`src/shared/ipc_pkg.sv`:
```
// Purpose: Shared constants and types of the input path configuration block
// Assumes: Register port with a 20-bit byte address and 32-bit data
// Notes:   Channel index 0 = path 1 left, 1 = path 1 right, 2 = path 2 left, 3 = path 2 right
package ipc_pkg;

  // Register byte addresses
  localparam logic [19:0] ADDR_RATE_CFG   = 20'h04008;
  localparam logic [19:0] ADDR_P1_CFG     = 20'h04020;
  localparam logic [19:0] ADDR_P1L_SRC    = 20'h04024;
  localparam logic [19:0] ADDR_P1L_GAIN   = 20'h04028;
  localparam logic [19:0] ADDR_P1R_SRC    = 20'h04044;
  localparam logic [19:0] ADDR_P1R_GAIN   = 20'h04048;
  localparam logic [19:0] ADDR_P2_CFG     = 20'h04060;
  localparam logic [19:0] ADDR_P2L_SRC    = 20'h04064;
  localparam logic [19:0] ADDR_P2L_GAIN   = 20'h04068;
  localparam logic [19:0] ADDR_P2R_SRC    = 20'h04084;
  localparam logic [19:0] ADDR_P2R_GAIN   = 20'h04088;
  localparam logic [19:0] ADDR_HPF_CUT    = 20'h04244;
  localparam logic [19:0] ADDR_TRIGGER    = 20'h19000;

  // Field positions
  localparam int RATE_MODE_BIT  = 10;
  localparam int OSR_LSB        = 16;
  localparam int KEEP_BIT       = 5;
  localparam int DIGITAL_BIT    = 0;
  localparam int SRC_LSB        = 28;
  localparam int HPF_EN_BIT     = 2;
  localparam int LOW_POWER_BIT  = 0;
  localparam int GAIN_LSB       = 1;
  localparam int TRIGGER_BIT    = 0;

  // Reset values and codes
  localparam logic       RATE_MODE_RESET = 1'h1;
  localparam logic [2:0] OSR_RESET       = 3'h5;
  localparam logic [2:0] OSR_MID_POWER   = 3'h2;
  localparam logic [2:0] OSR_PDM_6M144   = 3'h6;
  localparam logic [2:0] OSR_RESERVED    = 3'h7;
  localparam logic [1:0] SRC_DIFF        = 2'h0;
  localparam logic [1:0] SRC_SINGLE      = 2'h1;
  localparam logic [1:0] SRC_DIFF_ALT    = 2'h2;
  localparam logic [6:0] GAIN_RESET      = 7'h40;
  localparam logic [6:0] GAIN_MAX        = 7'h5d;
  localparam logic [6:0] GAIN_MID_MIN    = 7'h46;
  localparam logic [2:0] HPF_CUT_RESET   = 3'h2;
  localparam logic [2:0] HPF_CUT_MAX     = 3'h4;

  // Highest allowed sample rate codes
  localparam logic [1:0] RATE_MAX_48K    = 2'h0;
  localparam logic [1:0] RATE_MAX_96K    = 2'h1;
  localparam logic [1:0] RATE_MAX_192K   = 2'h2;

  // Reference tick half periods per code, nominal 24.576 MHz reference
  localparam logic [5:0] HALF_384K   = 6'h20;
  localparam logic [5:0] HALF_768K   = 6'h10;
  localparam logic [5:0] HALF_1M536  = 6'h08;
  localparam logic [5:0] HALF_2M048  = 6'h06;
  localparam logic [5:0] HALF_2M4576 = 6'h05;
  localparam logic [5:0] HALF_3M072  = 6'h04;
  localparam logic [5:0] HALF_6M144  = 6'h02;

  // Operating mode of one channel
  typedef enum logic [2:0] {
    PWR_HIGH_PERF,
    PWR_STANDARD,
    PWR_LOW_POWER,
    PWR_MID_POWER,
    PWR_PDM,
    PWR_PDM_HIGH_PERF
  } ipc_power_type;

  // Control bundle driven toward one channel of the front end
  typedef struct packed {
    ipc_power_type powerMode;
    logic          digital;
    logic [1:0]    sourceSel;
    logic          highpassEnable;
    logic [6:0]    effectiveGain;
  } ipc_chan_type;

endpackage : ipc_pkg
```
`src/rtl/ipc_input_path_config.sv`:
```
// Purpose: Register control of two stereo input paths, power modes and PDM clocks
// Assumes: Single-cycle write and read strobes on mclk, reference clock on a pin
// Notes:   Channel outputs and read data come from flip-flops
// Function
// - Rate-mode bit: global or per-channel, reset one
// - Path bit 0 selects analog or PDM
// - Source field: differential, single, alternate pair (alternate on channel 0 only)
// - Per-channel highpass enable, one shared cut-off
// - Gain 0x40 is 0 dB, 1 dB steps
// - Analog oversample 010 mid, 101 normal
// - Digital oversample code sets PDM clock rate
// - Code 110 gives 6.144 MHz high-performance PDM
// - Slow PDM clocks limit allowed sample rate
// - Trigger edges switch analog paths standard/high
// - Digital paths ignore standard-mode changes
// - Analog paths start in high-performance mode
// - Mid-power lifts any gain below 6 dB to 6
// - Trigger is bit 0 at 0x19000
// - Cut-off codes 000 to 100, reset 010
`timescale 1ns/100ps
module ipc_input_path_config (
  input  wire logic                      mclk,
  input  wire logic                      rst_n,
  input  wire logic                      wrStb,
  input  wire logic                      rdStb,
  input  wire logic [19:0]               addr,
  input  wire logic [31:0]               wdata,
  output logic      [31:0]               rdata,
  input  wire logic                      pdmRefClk,
  output logic      [1:0]                pdm_clock_out,
  output ipc_pkg::ipc_chan_type [3:0]    chanCtl,
  output logic      [2:0]                highpass_cutoff_select,
  output logic                           rateMode,
  output logic      [1:0][1:0]           pathMaxRate,
  output logic      [1:0]                sharedMaxRate
);

  // All state of the block
  typedef struct packed {
    logic                            rateMode;    // Rate selection mode
    logic [1:0][2:0]                 osr;         // Oversample code per path
    logic [1:0]                      keepBit;     // Bit 5 of each path word
    logic [1:0]                      digital;     // PDM select per path
    logic [3:0][1:0]                 src;         // Analog source per channel
    logic [3:0]                      hpf;         // Highpass enable per channel
    logic [3:0]                      lowPower;    // Low-power select per channel
    logic [3:0][6:0]                 gain;        // Preamp gain code per channel
    logic [2:0]                      hpfCut;      // Shared cut-off
    logic                            trig;        // Standard-mode trigger level
    logic [1:0]                      stdMode;     // Standard mode per path
    logic [31:0]                     rdata;       // Read data
    logic [2:0]                      refSync;     // Reference clock synchroniser
    ipc_pkg::ipc_chan_type [3:0]     chanOut;     // Registered channel controls
    logic [1:0][1:0]                 maxRate;     // Limit per path
    logic [1:0]                      sharedRate;  // Limit under global rate
  } ipc_state_type;

  ipc_state_type stReg;   // Registered state
  ipc_state_type stNext;  // Next state
  logic          refTick; // One pulse per rising reference edge

  // Edge of the reference clock, read only past the first flip-flop
  assign refTick = stReg.refSync[1] & ~stReg.refSync[2];

  // Reset image of the state
  function automatic ipc_state_type resetState();
    ipc_state_type s;
    s          = '0;
    s.rateMode = ipc_pkg::RATE_MODE_RESET;
    s.osr      = {2{ipc_pkg::OSR_RESET}};
    s.gain     = {4{ipc_pkg::GAIN_RESET}};
    s.hpfCut   = ipc_pkg::HPF_CUT_RESET;
    s.stdMode  = 2'h0;
    for (int c = 0; c < 4; c++) begin
      s.chanOut[c].powerMode     = ipc_pkg::PWR_HIGH_PERF;
      s.chanOut[c].effectiveGain = ipc_pkg::GAIN_RESET;
    end
    s.maxRate    = {2{ipc_pkg::RATE_MAX_192K}};
    s.sharedRate = ipc_pkg::RATE_MAX_192K;
    return s;
  endfunction : resetState

  // Limit on sample rate from a path's PDM clock
  function automatic logic [1:0] rateLimit(input logic dig, input logic [2:0] code);
    logic [1:0] r;
    r = ipc_pkg::RATE_MAX_192K;
    if (dig && code == 3'h0) begin
      r = ipc_pkg::RATE_MAX_48K;
    end else if (dig && code == 3'h1) begin
      r = ipc_pkg::RATE_MAX_96K;
    end
    return r;
  endfunction : rateLimit

  // Address of a channel's source and gain registers
  function automatic logic [19:0] srcAddr(input int c);
    logic [19:0] a;
    unique case (c)
      0:       a = ipc_pkg::ADDR_P1L_SRC;
      1:       a = ipc_pkg::ADDR_P1R_SRC;
      2:       a = ipc_pkg::ADDR_P2L_SRC;
      default: a = ipc_pkg::ADDR_P2R_SRC;
    endcase
    return a;
  endfunction : srcAddr

  function automatic logic [19:0] gainAddr(input int c);
    logic [19:0] a;
    unique case (c)
      0:       a = ipc_pkg::ADDR_P1L_GAIN;
      1:       a = ipc_pkg::ADDR_P1R_GAIN;
      2:       a = ipc_pkg::ADDR_P2L_GAIN;
      default: a = ipc_pkg::ADDR_P2R_GAIN;
    endcase
    return a;
  endfunction : gainAddr

  // Next-state logic: register writes, trigger edges, decode, read mux
  always_comb begin
    logic       newTrig;
    logic [1:0] code;
    logic [6:0] g;
    newTrig = stReg.trig;
    code    = 2'h0;
    g       = 7'h00;
    stNext  = stReg;
    // Synchroniser chain for the reference pin
    stNext.refSync = {stReg.refSync[1:0], pdmRefClk};
    // Register writes
    if (wrStb) begin
      if (addr == ipc_pkg::ADDR_RATE_CFG) begin
        stNext.rateMode = wdata[ipc_pkg::RATE_MODE_BIT];
      end
      for (int p = 0; p < 2; p++) begin
        if (addr == (p == 0 ? ipc_pkg::ADDR_P1_CFG : ipc_pkg::ADDR_P2_CFG)) begin
          stNext.osr[p]     = wdata[ipc_pkg::OSR_LSB +: 3];
          stNext.keepBit[p] = wdata[ipc_pkg::KEEP_BIT];
          stNext.digital[p] = wdata[ipc_pkg::DIGITAL_BIT];
        end
      end
      for (int c = 0; c < 4; c++) begin
        if (addr == srcAddr(c)) begin
          code = wdata[ipc_pkg::SRC_LSB +: 2];
          // Reserved source codes leave the field as it was
          if (code == ipc_pkg::SRC_DIFF || code == ipc_pkg::SRC_SINGLE ||
              (c == 0 && code == ipc_pkg::SRC_DIFF_ALT)) begin
            stNext.src[c] = code;
          end
          stNext.hpf[c]      = wdata[ipc_pkg::HPF_EN_BIT];
          stNext.lowPower[c] = wdata[ipc_pkg::LOW_POWER_BIT];
        end
        if (addr == gainAddr(c)) begin
          g = wdata[ipc_pkg::GAIN_LSB +: 7];
          // Reserved gain codes are ignored
          if (g >= ipc_pkg::GAIN_RESET && g <= ipc_pkg::GAIN_MAX) begin
            stNext.gain[c] = g;
          end
        end
      end
      if (addr == ipc_pkg::ADDR_HPF_CUT &&
          wdata[2:0] <= ipc_pkg::HPF_CUT_MAX) begin
        stNext.hpfCut = wdata[2:0];
      end
      if (addr == ipc_pkg::ADDR_TRIGGER) begin
        newTrig     = wdata[ipc_pkg::TRIGGER_BIT];
        stNext.trig = newTrig;
      end
    end
    // Level change on the trigger moves analog paths only
    if (newTrig != stReg.trig) begin
      for (int p = 0; p < 2; p++) begin
        if (!stReg.digital[p]) begin
          stNext.stdMode[p] = newTrig;
        end
      end
    end
    // Channel controls toward the front end
    for (int c = 0; c < 4; c++) begin
      stNext.chanOut[c].digital        = stReg.digital[c / 2];
      stNext.chanOut[c].sourceSel      = stReg.src[c];
      stNext.chanOut[c].highpassEnable = stReg.hpf[c];
      stNext.chanOut[c].effectiveGain  = stReg.gain[c];
      if (stReg.digital[c / 2]) begin
        stNext.chanOut[c].powerMode = (stReg.osr[c / 2] == ipc_pkg::OSR_PDM_6M144) ?
                                      ipc_pkg::PWR_PDM_HIGH_PERF :
                                      ipc_pkg::PWR_PDM;
      end else if (stReg.lowPower[c]) begin
        stNext.chanOut[c].powerMode = ipc_pkg::PWR_LOW_POWER;
      end else if (stReg.osr[c / 2] == ipc_pkg::OSR_MID_POWER) begin
        stNext.chanOut[c].powerMode = ipc_pkg::PWR_MID_POWER;
        if (stReg.gain[c] < ipc_pkg::GAIN_MID_MIN) begin
          stNext.chanOut[c].effectiveGain = ipc_pkg::GAIN_MID_MIN;
        end
      end else if (stReg.stdMode[c / 2]) begin
        stNext.chanOut[c].powerMode = ipc_pkg::PWR_STANDARD;
      end else begin
        stNext.chanOut[c].powerMode = ipc_pkg::PWR_HIGH_PERF;
      end
    end
    // Sample rate limits, shared limit is the tighter of the two
    for (int p = 0; p < 2; p++) begin
      stNext.maxRate[p] = rateLimit(stReg.digital[p], stReg.osr[p]);
    end
    stNext.sharedRate = (stReg.maxRate[0] < stReg.maxRate[1]) ?
                        stReg.maxRate[0] : stReg.maxRate[1];
    // Read data, unmapped addresses read zero
    if (rdStb) begin
      stNext.rdata = 32'h0000_0000;
      if (addr == ipc_pkg::ADDR_RATE_CFG) begin
        stNext.rdata[ipc_pkg::RATE_MODE_BIT] = stReg.rateMode;
      end
      for (int p = 0; p < 2; p++) begin
        if (addr == (p == 0 ? ipc_pkg::ADDR_P1_CFG : ipc_pkg::ADDR_P2_CFG)) begin
          stNext.rdata[ipc_pkg::OSR_LSB +: 3]  = stReg.osr[p];
          stNext.rdata[ipc_pkg::KEEP_BIT]      = stReg.keepBit[p];
          stNext.rdata[ipc_pkg::DIGITAL_BIT]   = stReg.digital[p];
        end
      end
      for (int c = 0; c < 4; c++) begin
        if (addr == srcAddr(c)) begin
          stNext.rdata[ipc_pkg::SRC_LSB +: 2]   = stReg.src[c];
          stNext.rdata[ipc_pkg::HPF_EN_BIT]     = stReg.hpf[c];
          stNext.rdata[ipc_pkg::LOW_POWER_BIT]  = stReg.lowPower[c];
        end
        if (addr == gainAddr(c)) begin
          stNext.rdata[ipc_pkg::GAIN_LSB +: 7]  = stReg.gain[c];
        end
      end
      if (addr == ipc_pkg::ADDR_HPF_CUT) begin
        stNext.rdata[2:0] = stReg.hpfCut;
      end
      if (addr == ipc_pkg::ADDR_TRIGGER) begin
        stNext.rdata[ipc_pkg::TRIGGER_BIT] = stReg.trig;
      end
    end
  end

  // State register
  always_ff @(posedge mclk) begin
    if (!rst_n) begin
      stReg <= resetState();
    end else begin
      stReg <= stNext;
    end
  end

  // One PDM clock generator per path
  ipc_pdm_divider uDivP1 (
    .mclk           (mclk),
    .rst_n          (rst_n),
    .refTick        (refTick),
    .enable         (stReg.digital[0]),
    .oversampleCode (stReg.osr[0]),
    .pdmClockOut    (pdm_clock_out[0])
  );

  ipc_pdm_divider uDivP2 (
    .mclk           (mclk),
    .rst_n          (rst_n),
    .refTick        (refTick),
    .enable         (stReg.digital[1]),
    .oversampleCode (stReg.osr[1]),
    .pdmClockOut    (pdm_clock_out[1])
  );

  // Outputs
  assign rdata                  = stReg.rdata;
  assign chanCtl                = stReg.chanOut;
  assign highpass_cutoff_select = stReg.hpfCut;
  assign rateMode               = stReg.rateMode;
  assign pathMaxRate            = stReg.maxRate;
  assign sharedMaxRate          = stReg.sharedRate;
endmodule : ipc_input_path_config

```
`src/rtl/ipc_pdm_divider.sv`:
```
// Purpose: Generates one PDM clock from reference ticks and an oversample code
// Assumes: refTick is a one-cycle pulse per rising reference edge, on mclk
// Notes:   Reserved code or analog path holds the clock low
`timescale 1ns/100ps
module ipc_pdm_divider (
  input  wire logic       mclk,
  input  wire logic       rst_n,
  input  wire logic       refTick,
  input  wire logic       enable,
  input  wire logic [2:0] oversampleCode,
  output logic            pdmClockOut
);

  // Divider state
  typedef struct packed {
    logic [5:0] count;
    logic       clk;
  } ipc_div_type;

  ipc_div_type divReg;  // Registered state
  ipc_div_type divNext; // Next state
  logic [5:0]  halfLen; // Ticks per half period

  // Half period lookup per oversample code
  always_comb begin
    unique case (oversampleCode)
      3'h0:    halfLen = ipc_pkg::HALF_384K;
      3'h1:    halfLen = ipc_pkg::HALF_768K;
      3'h2:    halfLen = ipc_pkg::HALF_1M536;
      3'h3:    halfLen = ipc_pkg::HALF_2M048;
      3'h4:    halfLen = ipc_pkg::HALF_2M4576;
      3'h5:    halfLen = ipc_pkg::HALF_3M072;
      3'h6:    halfLen = ipc_pkg::HALF_6M144;
      default: halfLen = 6'h00;
    endcase
  end

  // Count ticks and toggle at each half period
  always_comb begin
    divNext = divReg;
    if (!enable || oversampleCode == ipc_pkg::OSR_RESERVED) begin
      divNext = '0;
    end else if (refTick) begin
      if (divReg.count + 6'h01 >= halfLen) begin
        divNext.count = 6'h00;
        divNext.clk   = ~divReg.clk;
      end else begin
        divNext.count = divReg.count + 6'h01;
      end
    end
  end

  // State register
  always_ff @(posedge mclk) begin
    if (!rst_n) begin
      divReg <= '0;
    end else begin
      divReg <= divNext;
    end
  end

  assign pdmClockOut = divReg.clk;

endmodule : ipc_pdm_divider

```
`config.mk`:
```
export PLATFORM = sky130hd
export DESIGN_NAME = ipc_input_path_config
export DESIGN_NICKNAME = d
export VERILOG_FILES = /design/src/shared/ipc_pkg.sv /design/src/rtl/ipc_input_path_config.sv /design/src/rtl/ipc_pdm_divider.sv
export SDC_FILE = /design/constraint.sdc
export NUM_CORES = 1
export LEC_CHECK = 0
export ABC_AREA = 1
export BUFFER_PORTS_ARGS = -buffer_cell sky130_fd_sc_hd__buf_2
export CORE_AREA = 2 2 135 137
export CTS_CLUSTER_DIAMETER = 30
export CTS_CLUSTER_SIZE = 28
export DETAILED_ROUTE_END_ITERATION = 12
export DIE_AREA = 0 0 137 139
export REMOVE_ABC_BUFFERS = 1
export SLEW_MARGIN = 20
export SYNTH_ARGS = -nofsm -noshare
export SYNTH_HDL_FRONTEND = slang
export SYNTH_SLANG_ARGS = --single-unit
```
`constraint.sdc`:
```
create_clock -name mclk -period 2.7 [get_ports mclk]
set_input_delay 0.135 -clock mclk [delete_from_list [all_inputs] [get_ports mclk]]
set_output_delay 0.135 -clock mclk [all_outputs]
set_load 0.01 [all_outputs]
```
### Word-level counts from Yosys, hierarchy flattened

Cells that the tools add are included.
Widths: inputs -> output; s select.

* equality and inequality tests: 38
* add/subtract/negate cells: 2
* multiplexer cells: 83
* order comparisons: 10
* bitwise logic cells: 7
* reduce and logical (&&, ||, !) cells: 39

Operator list (count)
* $eq 20x20->1: 16
* $mux 20: 16
* $mux 7: 21
* $pmux 6 s7: 2
* $eq 20x15->1 const B: 4
* $lt 7x7->1 const B: 4
* $mux 2: 14
* $eq 3x3->1 const B: 8
* $mux 3: 8
* $reduce_and 2->1: 12
* $reduce_and 3->1: 8
* $eq 20x17->1 const B: 1
* $mux 1: 20
* $add 6x1->6 const B: 2
* $eq 3x2->1 const B: 4
* $ge 6x6->1: 2
* $mux 6: 2
* $reduce_or 2->1: 4
* $ge 7x7->1 const B: 1
* $le 7x7->1 const B: 1
* $eq 3x1->1 const B: 2
* $logic_and 1x1->1: 6
* $logic_not 3->1: 2
* $not 1->1: 6
* other kinds (9): 13

* flip-flop bits (word level): 152
* output and inout bits: 100

### Depth between registers and ports, before layout

Gate-level depths: netlist of the first run.

* word-level depth: 13
* mapped depth: 13
* gate-level depth less buffers: 12

### Hierarchy

Synthesis of the first run repeated with hierarchy kept, for this count alone.

* cells, all modules: 956
* area, all modules: 7344.5 um2

By module, submodules not included
* ipc_input_path_config: area an instance 6198.4 um2, times used 1, sequential area each 2682.6 um2, cells an instance 782
* ipc_pdm_divider: area an instance 573.0 um2, times used 2, sequential area each 140.1 um2, cells an instance 87

### Least setup slack after synthesis of the first run

No wires, ideal clock.

* kind: register -> register
* start: register uDivP2.divReg[1] in the netlist's numbering
* end: register uDivP2.divReg (netlist bit uDivP2.pdmClockOut)
* library setup time: 71 ps
* stages on the path, launching flop included: 11
* data required time: 2629 ps
* path buffers: 0
* path slack: 758 ps
* clock period less this slack: 1942 ps
* arrival: 1872 ps
* cell sequence: dfxtp_1 > nand3_1 > nand3b_1 > xnor2_1 > ha_1 > nand2_1 > o21a_1 > nand3_1 > nand2_1 > or2_2 > a21oi_1

* word-level cells in the longest chain between the ends: 3

RTL lines
* from (decl): RTL line ipc_pdm_divider.sv:20 `ipc_div_type divReg;`
* from (signal assigned): RTL line ipc_pdm_divider.sv:58 `divReg <= divNext;`
* $add 6x1->6: RTL line ipc_pdm_divider.sv:44 `if (divReg.count + 6'h01 >= halfLen) begin`
* $ge 6x6->1: RTL line ipc_pdm_divider.sv:44
* $reduce_and 2->1 (no line)

Every way passes these cells.
A chain may end at the register's enable or synchronous reset.

### Worst setup path in the final report of the first run

* start: register stReg[154] in the netlist's numbering
* end: register uDivP2.divReg (netlist bit uDivP2.pdmClockOut)

* word-level cells in the longest chain between the ends: 4
* elaborated cells between the ends (all ways): 13

RTL lines
* from (decl): RTL line ipc_input_path_config.sv:58 `ipc_state_type stReg;`
* from (signal assigned): RTL line ipc_input_path_config.sv:241 `stReg <= resetState();`
* from (signal assigned): RTL line ipc_input_path_config.sv:243 `stReg <= stNext;`
* $eq 3x3->1, or another cell as far along: RTL line ipc_pdm_divider.sv:26 `unique case (oversampleCode)`
* $pmux 6 s7: RTL line ipc_pdm_divider.sv:26
* $ge 6x6->1: RTL line ipc_pdm_divider.sv:44
* $reduce_and 2->1 (no line)

Parallel ways exist; a longest one is shown, timed or not.

==> flow_metrics.env, run 1 <==
export IMPL_hold_path_depth=3
export IMPL_synthDominantAreaCellType="dfxtp_1"
export IMPL_max_slew_margin_pct=38.8
export IMPL_firstDrtPassIters=5
export IMPL_crit_type="flip-flop to flip-flop"
export IMPL_yosysUniqueCellTypes=46
export IMPL_holdWs_ns=0.0132
export IMPL_slew_viol_final=0
export IMPL_grt_pass1_wl_um=26900
export IMPL_min_path_type="primary input to flip-flop"
export IMPL_drtAntennaViolNets=0
export IMPL_top_usage_layer="met2"
export IMPL_worst_ep_required_time_ns=3.05
export IMPL_critical_path_buf_inv_count=3
export IMPL_io_pins=157
export IMPL_crit_top_cell="inv_1"
export IMPL_nFillCells=1803
export IMPL_synth_ff_type="dfxtp_1"
export IMPL_dp_hpwl_um=12700
export IMPL_async_reset_ff_share_pct=0
export IMPL_power_mw=4.72
export IMPL_clk_latency_ns=0.42
export IMPL_path_cells="inv_1 > nor3_1 > or2_2 > inv_1 > ha_1 > inv_1 > nor2_1 > o211ai_1 > nand3_1 > nand2_1 > or2_2 > a21oi_1"
export IMPL_layout_drive_gt1_share_pct=21.7
export IMPL_gr_usage_met3_pct=5.30
export IMPL_io_buffers=120
export IMPL_cts_resized=0
export IMPL_nets=1034
export IMPL_netlist_instances=920
export IMPL_synth_edf_count=0
export IMPL_p_per_area_nw_per_um2=599
export IMPL_yosys_warnings=0
export IMPL_finalHoldViolCount=0
export IMPL_worstPathArrival_ns=2.51
export IMPL_cts_root_buf="clkbuf_16"
export IMPL_met1_usage_pct=25.2
export IMPL_cts_clk_slew_worst_paths_ns=0.06
export IMPL_antenna_found_initial=0
export IMPL_gr_total_overflow=0
export IMPL_maxCapViolCount=0
export IMPL_cts_tree="built"
export IMPL_clock_skew_ns=0.00727
export IMPL_routed_wl_um=17100
export IMPL_drtIter0Drc=369
export IMPL_diodes=0
export IMPL_status="finished, final reports clean"
export IMPL_grt_max_degree=47
export IMPL_grt_pass1_vias=5369
export IMPL_ir_drop_uv=450
export IMPL_max_stage_delay_ns=0.43
export IMPL_cp_start_kind="flip-flop"
export IMPL_synthToLayoutAreaGrowth_pct=10.4
export IMPL_synth_area_um2=7140
export IMPL_grt_usage_pct=18.2
export IMPL_cts_buffer_depth=2
export IMPL_cp_end_kind="flip-flop"
export IMPL_rsz0062_at_grt="no"
export IMPL_via_per_inst=4.85
export IMPL_drc=0
export IMPL_ys_top_cells_by_area="dfxtp_1 41%, buf_4 10%, a21oi_1 6.2%"
export IMPL_cp_top_family="simple AND/OR/NAND/NOR gates"
export IMPL_core_rowCount=49
export IMPL_core_area_um2=17700
export IMPL_avgSynthCellArea_um2=7.76
export IMPL_clkSinkCount=148
export IMPL_yosysTopAreaCellShare_pct=41.5
export IMPL_cts_made_buffers=17
export IMPL_fp_dieH_um=139
export IMPL_crit_path_max_fanout=6
export IMPL_post_cts_buffers=0
export IMPL_hold_buffers=5
export IMPL_wl_per_cell_um=14.2
export IMPL_start_util_pct=40.4
export IMPL_gp_routability_congestion=0.884
export IMPL_vias=5827
export IMPL_leakage_nw=3.58
export IMPL_worstMarginPinSlew_ns=0.910
export IMPL_seq_area_frac_synth_pct=41.5
export IMPL_die_x_um=137
export IMPL_finalSetupViolations=0
export IMPL_ys_ff_latch=148
export IMPL_period_minus_slack_ns=2.16
export IMPL_slowest_stage="dfxtp_1"
export IMPL_layout_common_cells="148 x dfxtp_1, 120 x buf_2, 117 x inv_1, 112 x nand2_1, 89 x a21oi_1"
export IMPL_final_common_cell="dfxtp_1"
export IMPL_cts_htree_levels=4
export IMPL_reg2regPathDepth=12
export IMPL_die_area_um2=19000
export IMPL_tns_ns=0
export IMPL_grt_met2_usage_pct=27.4
export IMPL_fmax_mhz=462
export IMPL_cp_num_cells=12
export IMPL_period_share_pct=80.2
routing by layer:
metal,vias up,routed length (um)
met4,0,233
met5,-,0
li1,2977,-
met3,20,1250
met1,2641,8010
met2,189,7630
synthesized netlist by cell type, types with 3 or more instances:
master	instances
nor3_1	34
ha_1	16
o31ai_1	3
clkbuf_1	16
inv_1	117
inv_2	15
buf_4	99
nand4_1	14
o21ai_1	12
xnor2_1	4
o21a_1	4
nand3_2	8
nand3b_1	3
a21oi_1	89
dfxtp_1	148
o21ai_0	41
or2_2	4
nor2_2	10
nor3_2	6
nor2_1	61
nand3_1	48
buf_6	4
o22ai_1	7
o211ai_1	4
nand2_1	112
nor2_4	5
buf_2	3
a221oi_1	3
xor2_1	5
nand2_2	4
worst reg2reg max path, cell delays in order (launching register included):
cell,delay (ns)
dfxtp_1,0.43
inv_1,0.12
nor3_1,0.22
or2_2,0.14
inv_1,0.04
ha_1,0.28
inv_1,0.04
nor2_1,0.08
o211ai_1,0.08
nand3_1,0.12
nand2_1,0.09
or2_2,0.30
a21oi_1,0.13
flip-flops by register name (all words and copies together) (netlist names):
signal                  cells
uDivP2.divReg               6
uDivP1.divReg               6
rdata                      14
stNext                     16
pathMaxRate                 4
sharedMaxRate               2
rateMode                    1
highpass_cutoff_select      3
uDivP1.pdmClockOut          1
uDivP2.pdmClockOut          1
stReg                      44
chanCtl                    50
layout make-up:
cell class	count	area (um2)	share of cell area, %
clock buffers	23	488	6.19
clock inverters	8	100	1.27
inverters	133	499	6.33
multi-input cells	533	2880	36.5
flip-flops and latches	148	2960	37.6
well taps	229	287	3.63
repair buffers	128	673	8.54
kinds of logic after synthesis:
kind of cell / share of synthesized area, %
adders and majority gates: 2.80
AOI/OAI and AO/OA: 13.5
DFF: 41.5
and+or+nand+nor: 21.9
buffers and inverters: 19.1
other: 0.0525
xor gates and xnor gates: 1.10
where the power goes:
group	internal [mW]	leakage, nW	switching, mW
sequential	2.19	1.19	0.00181
combinational	0.0491	2.10	0.129
clock	1.45	0.289	0.900
path summary, 6_finish.rpt:
| kind | from | slack (ns) | to |
|---|---|---|---|
| max | stReg[154] | 0.54 | uDivP2.pdmClockOut |
| min reg2reg | stNext[63] | 0.41 | stNext[64] |
| max reg2reg | stReg[154] | 0.54 | uDivP2.pdmClockOut |
| min | wdata[10] | 0.01 | rateMode |
through the flow:
step,cells,cell area (um2),utilization (%),setup slack (ns)
3_3_place_gp,1166,7250,41.0,0.588
4_1_cts,1202,7890,44.7,0.519
6_report,1202,7890,44.7,0.535
2_1_floorplan,814,6340,-,0.739
3_5_place_dp,1166,7250,41.0,0.562
5_1_grt,1202,7890,44.7,0.336
(Power assumes the default switching activity.)
==> run 2, diff against run 1 <==
==> constraint.sdc (replaced) <==
create_clock -name mclk -period 2.2 [get_ports mclk]
set_input_delay 0.11 -clock mclk [delete_from_list [all_inputs] [get_ports mclk]]
set_output_delay 0.11 -clock mclk [all_outputs]
set_load 0.01 [all_outputs]
==> run 2 against run 1 <==
Against the previous run: global-route usage is essentially flat; setup slack lost 0.35 ns; first-iteration DRC count shrank 6.5%; wire length grew 0.74%; clock power grew 31%; maximum frequency grew 7.3%; clock skew grew 0.0020 ns; sequential power grew 23%; utilization grew 0.98 points; highest routed layer is now met5.
==> flow_metrics.env, run 2 (synthesis results as in run 1) <==
export IMPL_core_rowCount=49
export IMPL_nets=1044
export IMPL_layout_common_cells="139 x dfxtp_1, 120 x buf_2, 116 x inv_1, 111 x nand2_1, 89 x a21oi_1"
export IMPL_worstPathArrival_ns=2.37
export IMPL_setup_ws_ns=0.182
export IMPL_ir_drop_uv=531
export IMPL_diodes=0
export IMPL_post_place_cells=1175
export IMPL_clk_latency_ns=0.42
export IMPL_hold_path_depth=3
export IMPL_reg2regPathDepth=11
export IMPL_reg2reg_slack_ns=0.18
export IMPL_fp_dieH_um=139
export IMPL_power_mw=6.00
export IMPL_worstMarginPinSlew_ns=0.831
export IMPL_period_minus_slack_ns=2.02
export IMPL_leakage_nw=3.66
export IMPL_cts_buffer_depth=2
export IMPL_layout_drive_gt1_share_pct=24.1
export IMPL_cp_end_kind="flip-flop"
export IMPL_gp_routability_congestion=0.884
export IMPL_hold_start="wdata[17]"
export IMPL_drtAntennaViolNets=0
export IMPL_firstDrtPassIters=7
export IMPL_final_common_cell="dfxtp_1"
export IMPL_clkSinkCount=148
export IMPL_nFillCells=1780
export IMPL_period_share_pct=91.7
export IMPL_p_per_area_nw_per_um2=745
export IMPL_dp_hpwl_um=12800
export IMPL_crit_type="flip-flop to flip-flop"
export IMPL_io_buffers=120
export IMPL_antenna_found_initial=1
export IMPL_grt_max_degree=48
export IMPL_grt_usage_pct=18.2
export IMPL_synthToLayoutAreaGrowth_pct=12.9
export IMPL_cts_clk_slew_worst_paths_ns=0.06
export IMPL_final_core_util_pct=45.6
export IMPL_cts_made_buffers=17
export IMPL_final_area_um2=8060
export IMPL_largest_register_ffs=50
export IMPL_max_slew_margin_pct=44.5
export IMPL_finalSetupViolations=0
export IMPL_status="finished, final reports clean"
export IMPL_fmax_mhz=495
export IMPL_dpl_worst_slack_ns=0.0948
export IMPL_grt_pass1_wl_um=27000
export IMPL_cts_root_buf="clkbuf_16"
export IMPL_vias=5890
export IMPL_gr_total_overflow=0
export IMPL_io_pins=157
export IMPL_crit_path_max_fanout=4
export IMPL_place_area_um2=7330
export IMPL_drc=0
export IMPL_finalHoldViolCount=0
export IMPL_cp_start_kind="flip-flop"
export IMPL_clock_skew_ns=0.00930
export IMPL_slew_viol_final=0
export IMPL_grt_pass1_vias=5210
export IMPL_via_per_inst=4.86
export IMPL_hold_path_end="stReg[155]"
export IMPL_wl_per_cell_um=14.2
export IMPL_routed_wl_um=17300
export IMPL_maxCapViolCount=0
export IMPL_cts_htree_levels=4
export IMPL_r2r_end="uDivP1.pdmClockOut"
export IMPL_r2r_start="uDivP1.divReg[3]"
export IMPL_start_util_pct=40.4
export IMPL_min_path_type="primary input to flip-flop"
export IMPL_final_cells=1212
export IMPL_die_x_um=137
export IMPL_drtIter0Drc=345
export IMPL_core_area_um2=17700
export IMPL_worst_ep_required_time_ns=2.55
export IMPL_die_area_um2=19000
export IMPL_cts_tree="built"
run 2: cell types whose count changed in the layout (fill, tap and decap cells not counted), sizes merged:
| cell | before | now |
|---|---|---|
| buf | 123 | 132 |
| bufinv | 2 | 4 |
| clkbuf | 23 | 19 |
| clkinv | 6 | 3 |
| clkinvlp | 1 | 4 |
| dlygate4sd3 | 5 | 6 |
| inv | 132 | 134 |
run 2: final cells by class:
| class | count | area (um2) | share of cell area, % |
|---|---|---|---|
| clock buffer | 19 | 453 | 5.62 |
| tap | 229 | 287 | 3.56 |
| inverter | 133 | 499 | 6.19 |
| multi-input combinational | 533 | 2900 | 36.0 |
| clock inverter | 12 | 178 | 2.20 |
| timing repair buffer | 138 | 763 | 9.47 |
| sequential | 148 | 2980 | 37.0 |
run 2: stage by stage:
stage / setup TNS [ns] / hold slack [ns]
3_3_place_gp: 0 / 0.305
6_report: 0 / 0.0376
4_1_cts: 0 / 0.0223
3_5_place_dp: 0 / 0.311
5_1_grt: -0.00207 / 0.0474
2_1_floorplan: 0 / 0.195
run 2: metal layers:
| metal | routed length (um) | up-vias | GRT usage [%] |
|---|---|---|---|
| met5 | 16 | - | 0 |
| met3 | 1070 | 23 | 4.71 |
| met2 | 7790 | 180 | 27.1 |
| met4 | 255 | 2 | 5.48 |
| met1 | 8120 | 2693 | 25.9 |
| li1 | - | 2992 | - |
run 2: where the power goes:
group | switching [mW] | internal (mW) | total, mW
Clock | 1.14 | 1.95 | 3.09
Sequential | 0.00219 | 2.68 | 2.69
Combinational | 0.160 | 0.0667 | 0.227
Total | 1.30 | 4.70 | 6.00
run 2: worst max-delay path, stage by stage, from the launching register on:
cell and delay [ns]:
dfxtp_2 0.36, nand3_2 0.09, nand3b_1 0.20, xnor2_2 0.17, ha_1 0.30, nand2_1 0.07, inv_1 0.07, o211ai_1 0.09
nand3_1 0.13, nand2_2 0.08, or2_2 0.29, a21oi_1 0.11
run 2: how the worst max path moves through the flow:
stage,startpoint,endpoint,depth (start not counted),slack (ns)
finish,uDivP1.divReg[3],uDivP1.pdmClockOut,11,0.18
global route,stReg[154],uDivP2.pdmClockOut,12,-0.002
CTS,uDivP1.divReg[1],uDivP1.pdmClockOut,10,0.07
detailed placement,uDivP2.divReg[1],uDivP2.pdmClockOut,10,0.09
global placement,uDivP2.divReg[1],uDivP2.pdmClockOut,10,0.13
floorplan,uDivP2.divReg[1],uDivP2.pdmClockOut,10,0.24
run 2: what timing repair did:
item | in CTS | in global routing
hold buffers | 6 | 0
endpoints found under the setup margin | 0 | 11
setup buffers | 0 | 0
hold endpoints to repair | 10 | 0
resized for setup | 0 | 18
